### config.mk
export PLATFORM = sky130hd
export DESIGN_NAME = obdc_top
export DESIGN_NICKNAME = d
export VERILOG_FILES = /design/src/hw/obdc_pkg.sv /design/src/hw/obdc_divider.sv /design/src/hw/obdc_top.sv
export VERILOG_INCLUDE_DIRS = /design/src /design/src/hw
export SDC_FILE = /design/constraint.sdc
export NUM_CORES = 1
export LEC_CHECK = 0
export CELL_PAD_IN_SITES_DETAIL_PLACEMENT = 1
export CELL_PAD_IN_SITES_GLOBAL_PLACEMENT = 2
export CORE_ASPECT_RATIO = 0.8
export CORE_UTILIZATION = 43
export CTS_BUF_LIST = sky130_fd_sc_hd__clkbuf_8
export DETAILED_ROUTE_END_ITERATION = 6
export DONT_BUFFER_PORTS = 1
export PLACE_DENSITY_LB_ADDON = 0.08
export SYNTH_ARGS = -nofsm -noshare
export SYNTH_HDL_FRONTEND = slang
export SYNTH_HIERARCHICAL = 1
export SYNTH_SLANG_ARGS = --single-unit
### constraint.sdc
create_clock -name clk -period 7.3 [get_ports clk]
set_clock_uncertainty 0.1 [all_clocks]
set_input_delay 2.19 -clock clk [delete_from_list [all_inputs] [get_ports clk]]
set_output_delay 2.19 -clock clk [all_outputs]
set_load 0.005 [all_outputs]
### src/hw/obdc_regs.svh
// register offsets, field positions, reset values for the output six bank
`ifndef OBDC_REGS_SVH
`define OBDC_REGS_SVH
`define OBDC_ADDR_W 8
`define OBDC_OFF_Q5_HI_C1 8'h5b
`define OBDC_OFF_DRIVE6 8'h5c
`define OBDC_OFF_Q6_LO_PM 8'h5d
`define OBDC_OFF_Q6_HI_C0 8'h5e
`define OBDC_OFF_Q6_HI_C1 8'h5f
`define OBDC_RST_Q5_HI_C1 8'h00
`define OBDC_RST_DRIVE6 8'h03
`define OBDC_RST_Q6_LO_PM 8'hbb
`define OBDC_RST_Q6_HI_C0 8'h00
`define OBDC_RST_Q6_HI_C1 8'h00
`define OBDC_DIS_MSB 7
`define OBDC_DIS_LSB 6
`define OBDC_SLEW_MSB 5
`define OBDC_SLEW_LSB 4
`define OBDC_INV_BIT 2
`define OBDC_PM_C0_MSB 1
`define OBDC_PM_C0_LSB 0
`define OBDC_QLO_C0_MSB 3
`define OBDC_QLO_C0_LSB 2
`define OBDC_PM_C1_MSB 5
`define OBDC_PM_C1_LSB 4
`define OBDC_QLO_C1_MSB 7
`define OBDC_QLO_C1_LSB 6
`define OBDC_HALF_W 11
`endif

### src/hw/obdc_pkg.sv
// types for the output six bank
package obdc_pkg;
  typedef enum logic [1:0] {
    OBDC_MODE_OFF = 2'b00,
    OBDC_MODE_BYPASS = 2'b01,
    OBDC_MODE_DIV2 = 2'b10,
    OBDC_MODE_DIVQ = 2'b11
  } obdc_mode_t;
  typedef enum logic [1:0] {
    OBDC_DIS_TRI0 = 2'b00,
    OBDC_DIS_TRI1 = 2'b01,
    OBDC_DIS_LOW = 2'b10,
    OBDC_DIS_HIGH = 2'b11
  } obdc_dis_t;
endpackage : obdc_pkg

### src/hw/obdc_divider.sv
// glitch-free output divider, settings taken only at period boundaries or while stopped
`timescale 1ns/100ps
`include "obdc_regs.svh"
module obdc_divider
  import obdc_pkg::*;
#(
  parameter int QW = 10
) (
  input wire logic clk,
  input wire logic rst,
  input wire logic [1:0] mode,
  input wire logic [QW-1:0] divval,
  output logic clk_o_r
);
  initial begin
    if (QW < 1 || QW + 1 > `OBDC_HALF_W) begin
      $error("obdc_divider: QW out of range");
    end
  end
  obdc_mode_t mode_r;
  logic [QW-1:0] divval_r;
  logic [`OBDC_HALF_W-1:0] cnt_r;
  logic [`OBDC_HALF_W-1:0] half;
  logic last;
  logic boundary;
  assign half = (mode_r == OBDC_MODE_BYPASS) ? `OBDC_HALF_W'(1) :
                (mode_r == OBDC_MODE_DIV2) ? `OBDC_HALF_W'(2) :
                `OBDC_HALF_W'(divval_r) + `OBDC_HALF_W'(2);
  assign last = (cnt_r == half - `OBDC_HALF_W'(1));
  // new settings only after a full low phase, or while stopped
  assign boundary = (mode_r == OBDC_MODE_OFF) || (last && clk_o_r == 1'b0);
  always_ff @(posedge clk or posedge rst) begin
    if (rst) begin
      mode_r <= OBDC_MODE_DIVQ;
      divval_r <= '0;
      cnt_r <= '0;
      clk_o_r <= 1'b0;
    end else if (boundary) begin
      mode_r <= obdc_mode_t'(mode);
      divval_r <= divval;
      cnt_r <= '0;
      clk_o_r <= (mode != 2'b00);
    end else if (last) begin
      cnt_r <= '0;
      clk_o_r <= ~clk_o_r;
    end else begin
      cnt_r <= cnt_r + `OBDC_HALF_W'(1);
    end
  end
endmodule : obdc_divider

### src/hw/obdc_top.sv
// output six bank configuration registers and output control
`timescale 1ns/100ps
`include "obdc_regs.svh"
module obdc_top
  import obdc_pkg::*;
#(
  parameter int QW = 10
) (
  input wire logic clk,
  input wire logic rst,
  input wire logic [`OBDC_ADDR_W-1:0] reg_addr,
  input wire logic [7:0] reg_wdata,
  input wire logic reg_wr,
  input wire logic reg_rd,
  output logic [7:0] reg_rdata_r,
  input wire logic second_configuration,
  input wire logic out_six_enable_bit,
  input wire logic shutdown_or_enable_pin,
  input wire logic [1:0] out_five_divide_mode_c0,
  input wire logic [1:0] out_five_divide_mode_c1,
  output logic out_five_enable_r,
  output logic [7:0] out_five_divider_high_c1_r,
  output logic clock_output_six_r,
  output logic clock_output_six_oe_n_r,
  output logic [1:0] out_six_edge_rate_r
);

  initial begin
    if (QW != 10) begin
      $error("obdc_top: register layout serves a 10-bit divider only");
    end
    if (`OBDC_ADDR_W < 7) begin
      $error("obdc_top: address too narrow for the register map");
    end
  end

  // register storage
  logic [7:0] q5_hi_c1_r;
  logic [7:0] drive6_r;
  logic [7:0] q6_lo_pm_r;
  logic [7:0] q6_hi_c0_r;
  logic [7:0] q6_hi_c1_r;

  // pin synchroniser stages
  logic pin_meta_r;
  logic pin_sync_r;

  // divider clock before inversion and parking
  logic div_clk;

  // address decode
  wire sel_q5 = (reg_addr == `OBDC_OFF_Q5_HI_C1);
  wire sel_drv = (reg_addr == `OBDC_OFF_DRIVE6);
  wire sel_lo = (reg_addr == `OBDC_OFF_Q6_LO_PM);
  wire sel_hc0 = (reg_addr == `OBDC_OFF_Q6_HI_C0);
  wire sel_hc1 = (reg_addr == `OBDC_OFF_Q6_HI_C1);

  // per-register write strobes
  wire wr_q5 = reg_wr && sel_q5;
  wire wr_drv = reg_wr && sel_drv;
  wire wr_lo = reg_wr && sel_lo;
  wire wr_hc0 = reg_wr && sel_hc0;
  wire wr_hc1 = reg_wr && sel_hc1;

  // read selection, unmapped reads give zero
  wire [7:0] rd_mux = sel_q5 ? q5_hi_c1_r :
                      sel_drv ? drive6_r :
                      sel_lo ? q6_lo_pm_r :
                      sel_hc0 ? q6_hi_c0_r :
                      sel_hc1 ? q6_hi_c1_r : 8'h00;

  // divider fields of both configurations
  wire [1:0] pm_c0 = q6_lo_pm_r[`OBDC_PM_C0_MSB:`OBDC_PM_C0_LSB];
  wire [1:0] pm_c1 = q6_lo_pm_r[`OBDC_PM_C1_MSB:`OBDC_PM_C1_LSB];
  wire [QW-1:0] q_c0 = {q6_hi_c0_r, q6_lo_pm_r[`OBDC_QLO_C0_MSB:`OBDC_QLO_C0_LSB]};
  wire [QW-1:0] q_c1 = {q6_hi_c1_r, q6_lo_pm_r[`OBDC_QLO_C1_MSB:`OBDC_QLO_C1_LSB]};

  // active configuration
  wire [1:0] act_mode = second_configuration ? pm_c1 : pm_c0;
  wire [QW-1:0] act_q = second_configuration ? q_c1 : q_c0;

  // drive control fields
  wire [1:0] dis_beh = drive6_r[`OBDC_DIS_MSB:`OBDC_DIS_LSB];
  wire out_six_invert = drive6_r[`OBDC_INV_BIT];
  wire [1:0] edge_nxt = drive6_r[`OBDC_SLEW_MSB:`OBDC_SLEW_LSB];

  // enable conditions
  wire six_modes_ok = (pm_c0 != 2'b00) && (pm_c1 != 2'b00);
  wire five_modes_ok = (out_five_divide_mode_c0 != 2'b00) && (out_five_divide_mode_c1 != 2'b00);
  wire six_on = six_modes_ok && out_six_enable_bit && pin_sync_r;

  // output divider
  obdc_divider #(
    .QW(QW)
  ) u_div (
    .clk(clk),
    .rst(rst),
    .mode(act_mode),
    .divval(act_q),
    .clk_o_r(div_clk)
  );

  // output level and driver enable
  wire park_level = (obdc_dis_t'(dis_beh) == OBDC_DIS_HIGH);
  wire park_drive = dis_beh[1];
  wire out_nxt = six_on ? (div_clk ^ out_six_invert) : park_level;
  wire oe_n_nxt = ~(six_on | park_drive);

  // one short process per register, reserved drive bits stored as written
  always_ff @(posedge clk or posedge rst) begin
    if (rst) begin
      q5_hi_c1_r <= `OBDC_RST_Q5_HI_C1;
    end else if (wr_q5) begin
      q5_hi_c1_r <= reg_wdata;
    end
  end

  always_ff @(posedge clk or posedge rst) begin
    if (rst) begin
      drive6_r <= `OBDC_RST_DRIVE6;
    end else if (wr_drv) begin
      drive6_r <= reg_wdata;
    end
  end

  always_ff @(posedge clk or posedge rst) begin
    if (rst) begin
      q6_lo_pm_r <= `OBDC_RST_Q6_LO_PM;
    end else if (wr_lo) begin
      q6_lo_pm_r <= reg_wdata;
    end
  end

  always_ff @(posedge clk or posedge rst) begin
    if (rst) begin
      q6_hi_c0_r <= `OBDC_RST_Q6_HI_C0;
    end else if (wr_hc0) begin
      q6_hi_c0_r <= reg_wdata;
    end
  end

  always_ff @(posedge clk or posedge rst) begin
    if (rst) begin
      q6_hi_c1_r <= `OBDC_RST_Q6_HI_C1;
    end else if (wr_hc1) begin
      q6_hi_c1_r <= reg_wdata;
    end
  end

  // read data, held between reads
  always_ff @(posedge clk or posedge rst) begin
    if (rst) begin
      reg_rdata_r <= 8'h00;
    end else if (reg_rd) begin
      reg_rdata_r <= rd_mux;
    end
  end

  // pin synchroniser
  always_ff @(posedge clk or posedge rst) begin
    if (rst) begin
      pin_meta_r <= 1'b0;
      pin_sync_r <= 1'b0;
    end else begin
      pin_meta_r <= shutdown_or_enable_pin;
      pin_sync_r <= pin_meta_r;
    end
  end

  // registered outputs
  always_ff @(posedge clk or posedge rst) begin
    if (rst) begin
      clock_output_six_r <= 1'b0;
    end else begin
      clock_output_six_r <= out_nxt;
    end
  end

  always_ff @(posedge clk or posedge rst) begin
    if (rst) begin
      clock_output_six_oe_n_r <= 1'b1;
    end else begin
      clock_output_six_oe_n_r <= oe_n_nxt;
    end
  end

  always_ff @(posedge clk or posedge rst) begin
    if (rst) begin
      out_six_edge_rate_r <= 2'b00;
    end else begin
      out_six_edge_rate_r <= edge_nxt;
    end
  end

  always_ff @(posedge clk or posedge rst) begin
    if (rst) begin
      out_five_enable_r <= 1'b0;
    end else begin
      out_five_enable_r <= five_modes_ok;
    end
  end

  always_ff @(posedge clk or posedge rst) begin
    if (rst) begin
      out_five_divider_high_c1_r <= `OBDC_RST_Q5_HI_C1;
    end else begin
      out_five_divider_high_c1_r <= q5_hi_c1_r;
    end
  end
endmodule : obdc_top

# Word-level counts from Yosys, hierarchy flattened
# Index checks and enable logic that the tools add are counted.
[op_classes]
addsub = 3
eq_ne = 9
n_mux = 14
n_bitwise = 4
reduce_logical = 18
[ops]
columns = ["op", "n"]
rows = [
  ["2-to-1 mux 11 bit", 4],
  ["equality test 8 x 7 -> 1 bit (second input constant)", 5],
  ["2-to-1 mux 8 bit", 5],
  ["nonzero test 2 bit", 6],
  ["adder 10 x 2 -> 11 bit (second input constant)", 1],
  ["adder 11 x 1 -> 11 bit (second input constant)", 1],
  ["equality test 11 bit", 1],
  ["subtractor 11 x 1 -> 11 bit (second input constant)", 1],
  ["logical AND 1 bit", 10],
  ["2-to-1 mux 10 bit", 1],
  ["equality test 2 bit (second input constant)", 2],
  ["2-to-1 mux 1 bit", 3],
  ["equality test 2 x 1 -> 1 bit (second input constant)", 1],
  ["zero test 2 bit", 1],
  ["2-to-1 mux 2 bit", 1],
  ["inverter 1 bit", 2],
  ["logical OR 1 bit", 1],
  ["OR 1 bit", 1],
  ["XOR 1 bit", 1],
]
[totals]
ff_bits = 87
in_bits = 27
out_inout_bits = 21

# Depth between registers and ports, before layout
[logic_depth]
depth_word = 8
depth_mapped = 13
ltp_nobuf = 11

# Modules after synthesis
# Netlist, hierarchy kept.
[by_module_without_submodules]
columns = ["mod", "instances", "cells_per_inst", "area_each_um2", "seq_area_each_um2"]
rows = [
  ["obdc_top", 1, 213, 2825.2, 1587.8],
  ["obdc_divider", 1, 195, 1866.8, 603.1],
]

# Worst setup path after synthesis
# OpenSTA, ideal clock, no wires.
[synth_timing]
path_type = "register to register"
start = "register u_div.mode_r[1]"
end = "register u_div.divval_r[0]"
setup_time_ps = 125
arrival_time_ps = 3412
setup_slack_ps = 3662
path_stages_with_launch = 14
path_buffers = 2
path_cell_list = "dfstp_2 -> buf_4 -> nand2b_1 -> a21oi_1 -> ha_1 -> and2b_2 -> nand2_1 -> xnor2_1 -> or4_1 -> and3_2 -> a2111o_1 -> o41a_1 -> buf_6 -> mux2_4"
[synth_between]
elab_chain_len = 7
[synth_lines]
columns = ["item", "line", "rtl"]
rows = [
  ["start: declaration", "obdc_divider.sv:20", "obdc_mode_t mode_r;"],
  ["start signal: assignment", "obdc_divider.sv:39", "mode_r <= obdc_mode_t'(mode);"],
  ["equality test 2 bit", "obdc_divider.sv:27", "(mode_r == OBDC_MODE_DIV2) ? `OBDC_HALF_W'(2) :"],
  ["2-to-1 mux 11 bit", "obdc_divider.sv:27", ""],
  ["2-to-1 mux 11 bit", "obdc_divider.sv:26", "assign half = (mode_r == OBDC_MODE_BYPASS) ? `OBDC_HALF_W'(1) :"],
  ["subtractor 11 x 1 -> 11 bit", "obdc_divider.sv:29", "assign last = (cnt_r == half - `OBDC_HALF_W'(1));"],
  ["equality test 11 bit", "obdc_divider.sv:29", ""],
  ["logical AND 1 bit", "obdc_divider.sv:31", "assign boundary = (mode_r == OBDC_MODE_OFF) || (last && clk_o_r == 1'b0);"],
  ["logical OR 1 bit *", "obdc_divider.sv:31", ""],
  ["end signal: assignment", "obdc_divider.sv:40", "divval_r <= divval;"],
  ["end: declaration", "obdc_divider.sv:21", "logic [QW-1:0] divval_r;"],
]
# Mark *: on every way between the ends. The rest lies on a longest branch, timed or not.
# A chain may end at the register's enable or synchronous reset.

# Worst setup path in the final report
[layout_timing]
start = "register u_div.mode_r[1]"
end = "register u_div.divval_r[8]"
# Same word-level chain as after synthesis.

==> results.py <==
metrics = {
    "place": {
        "dp.cells": 532,
        "hpwl_um": 8308,
        "pre_cts_ws_ps": 3157,
        "routabilityCongestion": 0.7891,
        "io_buffers": 0,
    },
    "hold_path": {
        "hp-class": "reg2reg",
        "hp-start": "pin_meta_r",
    },
    "final_layout": {
        "top_regs": "u_div/cnt_r x11, u_div/divval_r x10",
        "num-nets-final": 433,
        "final_cell_mix": "dfrtp_1 (76), mux2_2 (48), nor2_1 (27), inv_1 (17), mux2_4 (17)",
        "top_register": "u_div/cnt_r",
        "antenna_cells": 0,
        "final_cells": 548,
        "final_common_cell": "dfrtp_1",
        "num-fill-cells": 1123,
        "largest_reg_flops": 11,
        "drive_gt1_share_pct": 26.96,
        "synthToLayoutAreaGrowth_pct": 5.467,
    },
    "synth": {
        "avgSynthCellArea_um2": 11.50,
        "synth_flop_cell": "dfrtp_1",
        "yosys_warnings": 6,
        "synth-async-reset-ratio_pct": 100.0,
        "syn_inst": 408,
        "ys_seq_elements": 87,
        "synth_edf_count": 0,
        "synth.distinct_cells": 65,
        "synth_nets": 438,
        "syn_area_um2": 4692,
        "ys_seq_area_share_pct": 46.69,
    },
    "sta": {
        "tns_ps": 0,
        "finalSetupViolCount": 0,
        "whs_ps": 274.9,
        "finalWorstSetupSlack_ps": 3124,
        "hold_violations": 0,
        "rsz0062_at_grt": "no",
        "max_freq_mhz": 239.5,
        "slew_violations": 0,
        "finalCriticalPeriod_ps": 4176,
        "fin_crit_sh_pct": 57.20,
        "max_slew_margin_pct": 37.50,
        "tightest_slew_ps": 936.5,
    },
    "worst_setup_path": {
        "crit_path_max_fanout": 11,
        "crit_chain": "nand2b_1 > a21oi_1 > ha_1 > and2b_2 > nand2_1 > xnor2_1 > or4_1 > and3_2 > a2111o_1 > o41a_1 > mux2_4",
        "max_stage_delay_ps": 680,
        "startpoint": "u_div/mode_r[1]",
        "cp.required_ps": 7450,
        "crit_slowest_cell": "o41a_1",
        "r2r-start": "u_div/mode_r[1]",
        "cp_top_family": "compound AO/OA/AOI/OAI gates",
        "crit_type": "reg2reg",
        "worst-path-buf-inv": 0,
        "critPathLaunchType": "flip-flop",
        "endpoint_kind": "flip-flop",
        "arrival_ps": 4330,
    },
    "global_route": {
        "grt_use_total_pct": 22.28,
        "met2_usage_pct": 33.63,
        "grtUsageMet1_pct": 32.34,
        "grt_pass1_wl_um": 19060,
        "grt_max_degree": 64,
        "grt_pass1_vias": 3448,
        "antenna_found_initial": 0,
        "grt_util_met3_pct": 4.904,
        "grt_busiest_layer": "met2",
        "grt.overflow.total": 0,
    },
    "power_and_ir_drop": {
        "finalPower_mw": 1.369,
        "switching_share_pct": 35.99,
        "p_leak_nw": 2.181,
        "combPwrFrac_pct": 32.3,
        "p_per_area_nw_per_um2": 276.7,
        "vdd_ir_drop_max_v": 0.0001648,
        "switching_power_uw": 492.8,
        "pwr-share-clk_pct": 25.1,
        "pwr-share-seq_pct": 42.5,
        "p_int_uw": 876.5,
    },
    "detailed_routing": {
        "wl_per_cell_um": 20.48,
        "num_vias": 3177,
        "post_drt_via_cell_ratio": 5.797,
        "drt_iter0_markers": 146,
        "ant_nets": 0,
        "drc": 0,
        "routed_wl_um": 11220,
        "drt_pass1_iterations": 4,
    },
    "floorplan": {
        "die_w_um": 118.8,
        "initial_core_util_pct": 44.92,
        "core-area_um2": 10450,
        "row_count": 33,
        "die_y_um": 95.43,
        "dieArea_um2": 11340,
        "num_io_pins": 48,
    },
    "clock_network": {
        "clk_pin_slew_ps": 90,
        "numCtsBuffers": 9,
        "tritoncts": "built",
        "ctsResizeCount": 0,
        "clock_sinks": 87,
        "clk_latency_ps": 370,
        "post_cts_buffers": 0,
        "holdBufCountCts": 0,
        "clock-root-buffer": "clkbuf_8",
        "clockBufferDepth": 2,
        "ctsHtreeMaxLevel": 3,
    },
    "run_status": {
        "outcome": "finished clean",
    },
    "flow_run": {
        "maxCapViolCount": 0,
    },
}
layer usage:
metal  vias up  part of all wire [%]
li1       1473                     -
met4         0                   1.0
met2        61                    43
met3        10                   3.8
met1      1633                    52
met5         -                     0
cell families (layout without fill, tap and decap cells):
kind of cell	count (synthesis)	after routing	synth area share, %
AND/OR/NAND/NOR	103	103	11.87
flip-flops	87	87	46.69
multiplexers	74	74	18.88
AO/OA/AOI/OAI	73	73	11.33
buffers and inverters	37	37	4.480
XOR/XNOR	31	31	5.947
adder cells (fa/ha/maj)	3	3	0.8001
final cells by class:
class / count / area [um2] / area share [%]
Tap cell: 140 / 175.2 / 3.540
Multi-Input combinational cell: 284 / 2291 / 46.30
Timing Repair Buffer: 3 / 22.52 / 0.4551
Clock inverter: 7 / 77.57 / 1.568
Inverter: 18 / 67.56 / 1.365
Clock buffer: 9 / 123.9 / 2.503
Sequential cell: 87 / 2191 / 44.27
synth_stat cells, types with 4 or more instances:
cell type,n,area [um2]
inv_1,18,67.56
mux2_2,48,540.5
a21oi_1,7,35.03
nand2_1,12,45.04
nand3_1,14,70.07
xor2_1,14,122.6
nand4_1,7,43.79
a22o_1,7,61.31
clkbuf_1,4,15.01
xnor2_1,16,140.1
buf_6,5,56.30
mux2i_1,9,90.09
nand2b_1,6,37.54
and3_1,5,31.28
dfrtp_1,76,1902
a31oi_1,6,37.54
o211ai_1,8,60.06
o22ai_1,12,75.07
buf_2,5,25.02
mux2_4,17,255.2
o21ai_0,9,45.04
dfstp_2,11,289.0
nor2_1,27,101.4
power groups by stage:
stage / registers [mW] / logic [mW] / clock network [mW]
final: 0.582 / 0.443 / 0.344
after global routing: 0.590 / 0.494 / 0.374
after floorplan: 0.560 / 0.380 / 0
after CTS: 0.582 / 0.445 / 0.358
after detailed placement: 0.591 / 0.443 / 0
after global placement: 0.589 / 0.425 / 0
stage by stage:
step / util [%] / cell area, um2
floorplan: - / 4692
global placement: 45.44 / 4747
detailed placement: 45.44 / 4747
CTS: 47.37 / 4949
global route: 47.37 / 4949
finish: 47.37 / 4949
path summary, 6_finish.rpt:
path / slack, ps / to / cells after the start
worst max-delay path: 3120 / u_div/divval_r[8] / 11
worst min-delay path: 270 / pin_sync_r / 0
worst max register to register: 3120 / u_div/divval_r[8] / 11
worst min register to register: 270 / pin_sync_r / 0
max in group asynchronous: 4710 / u_div/divval_r[1] / 1
min in group asynchronous: 1810 / pin_meta_r / 2
(Power assumes the default switching activity.)
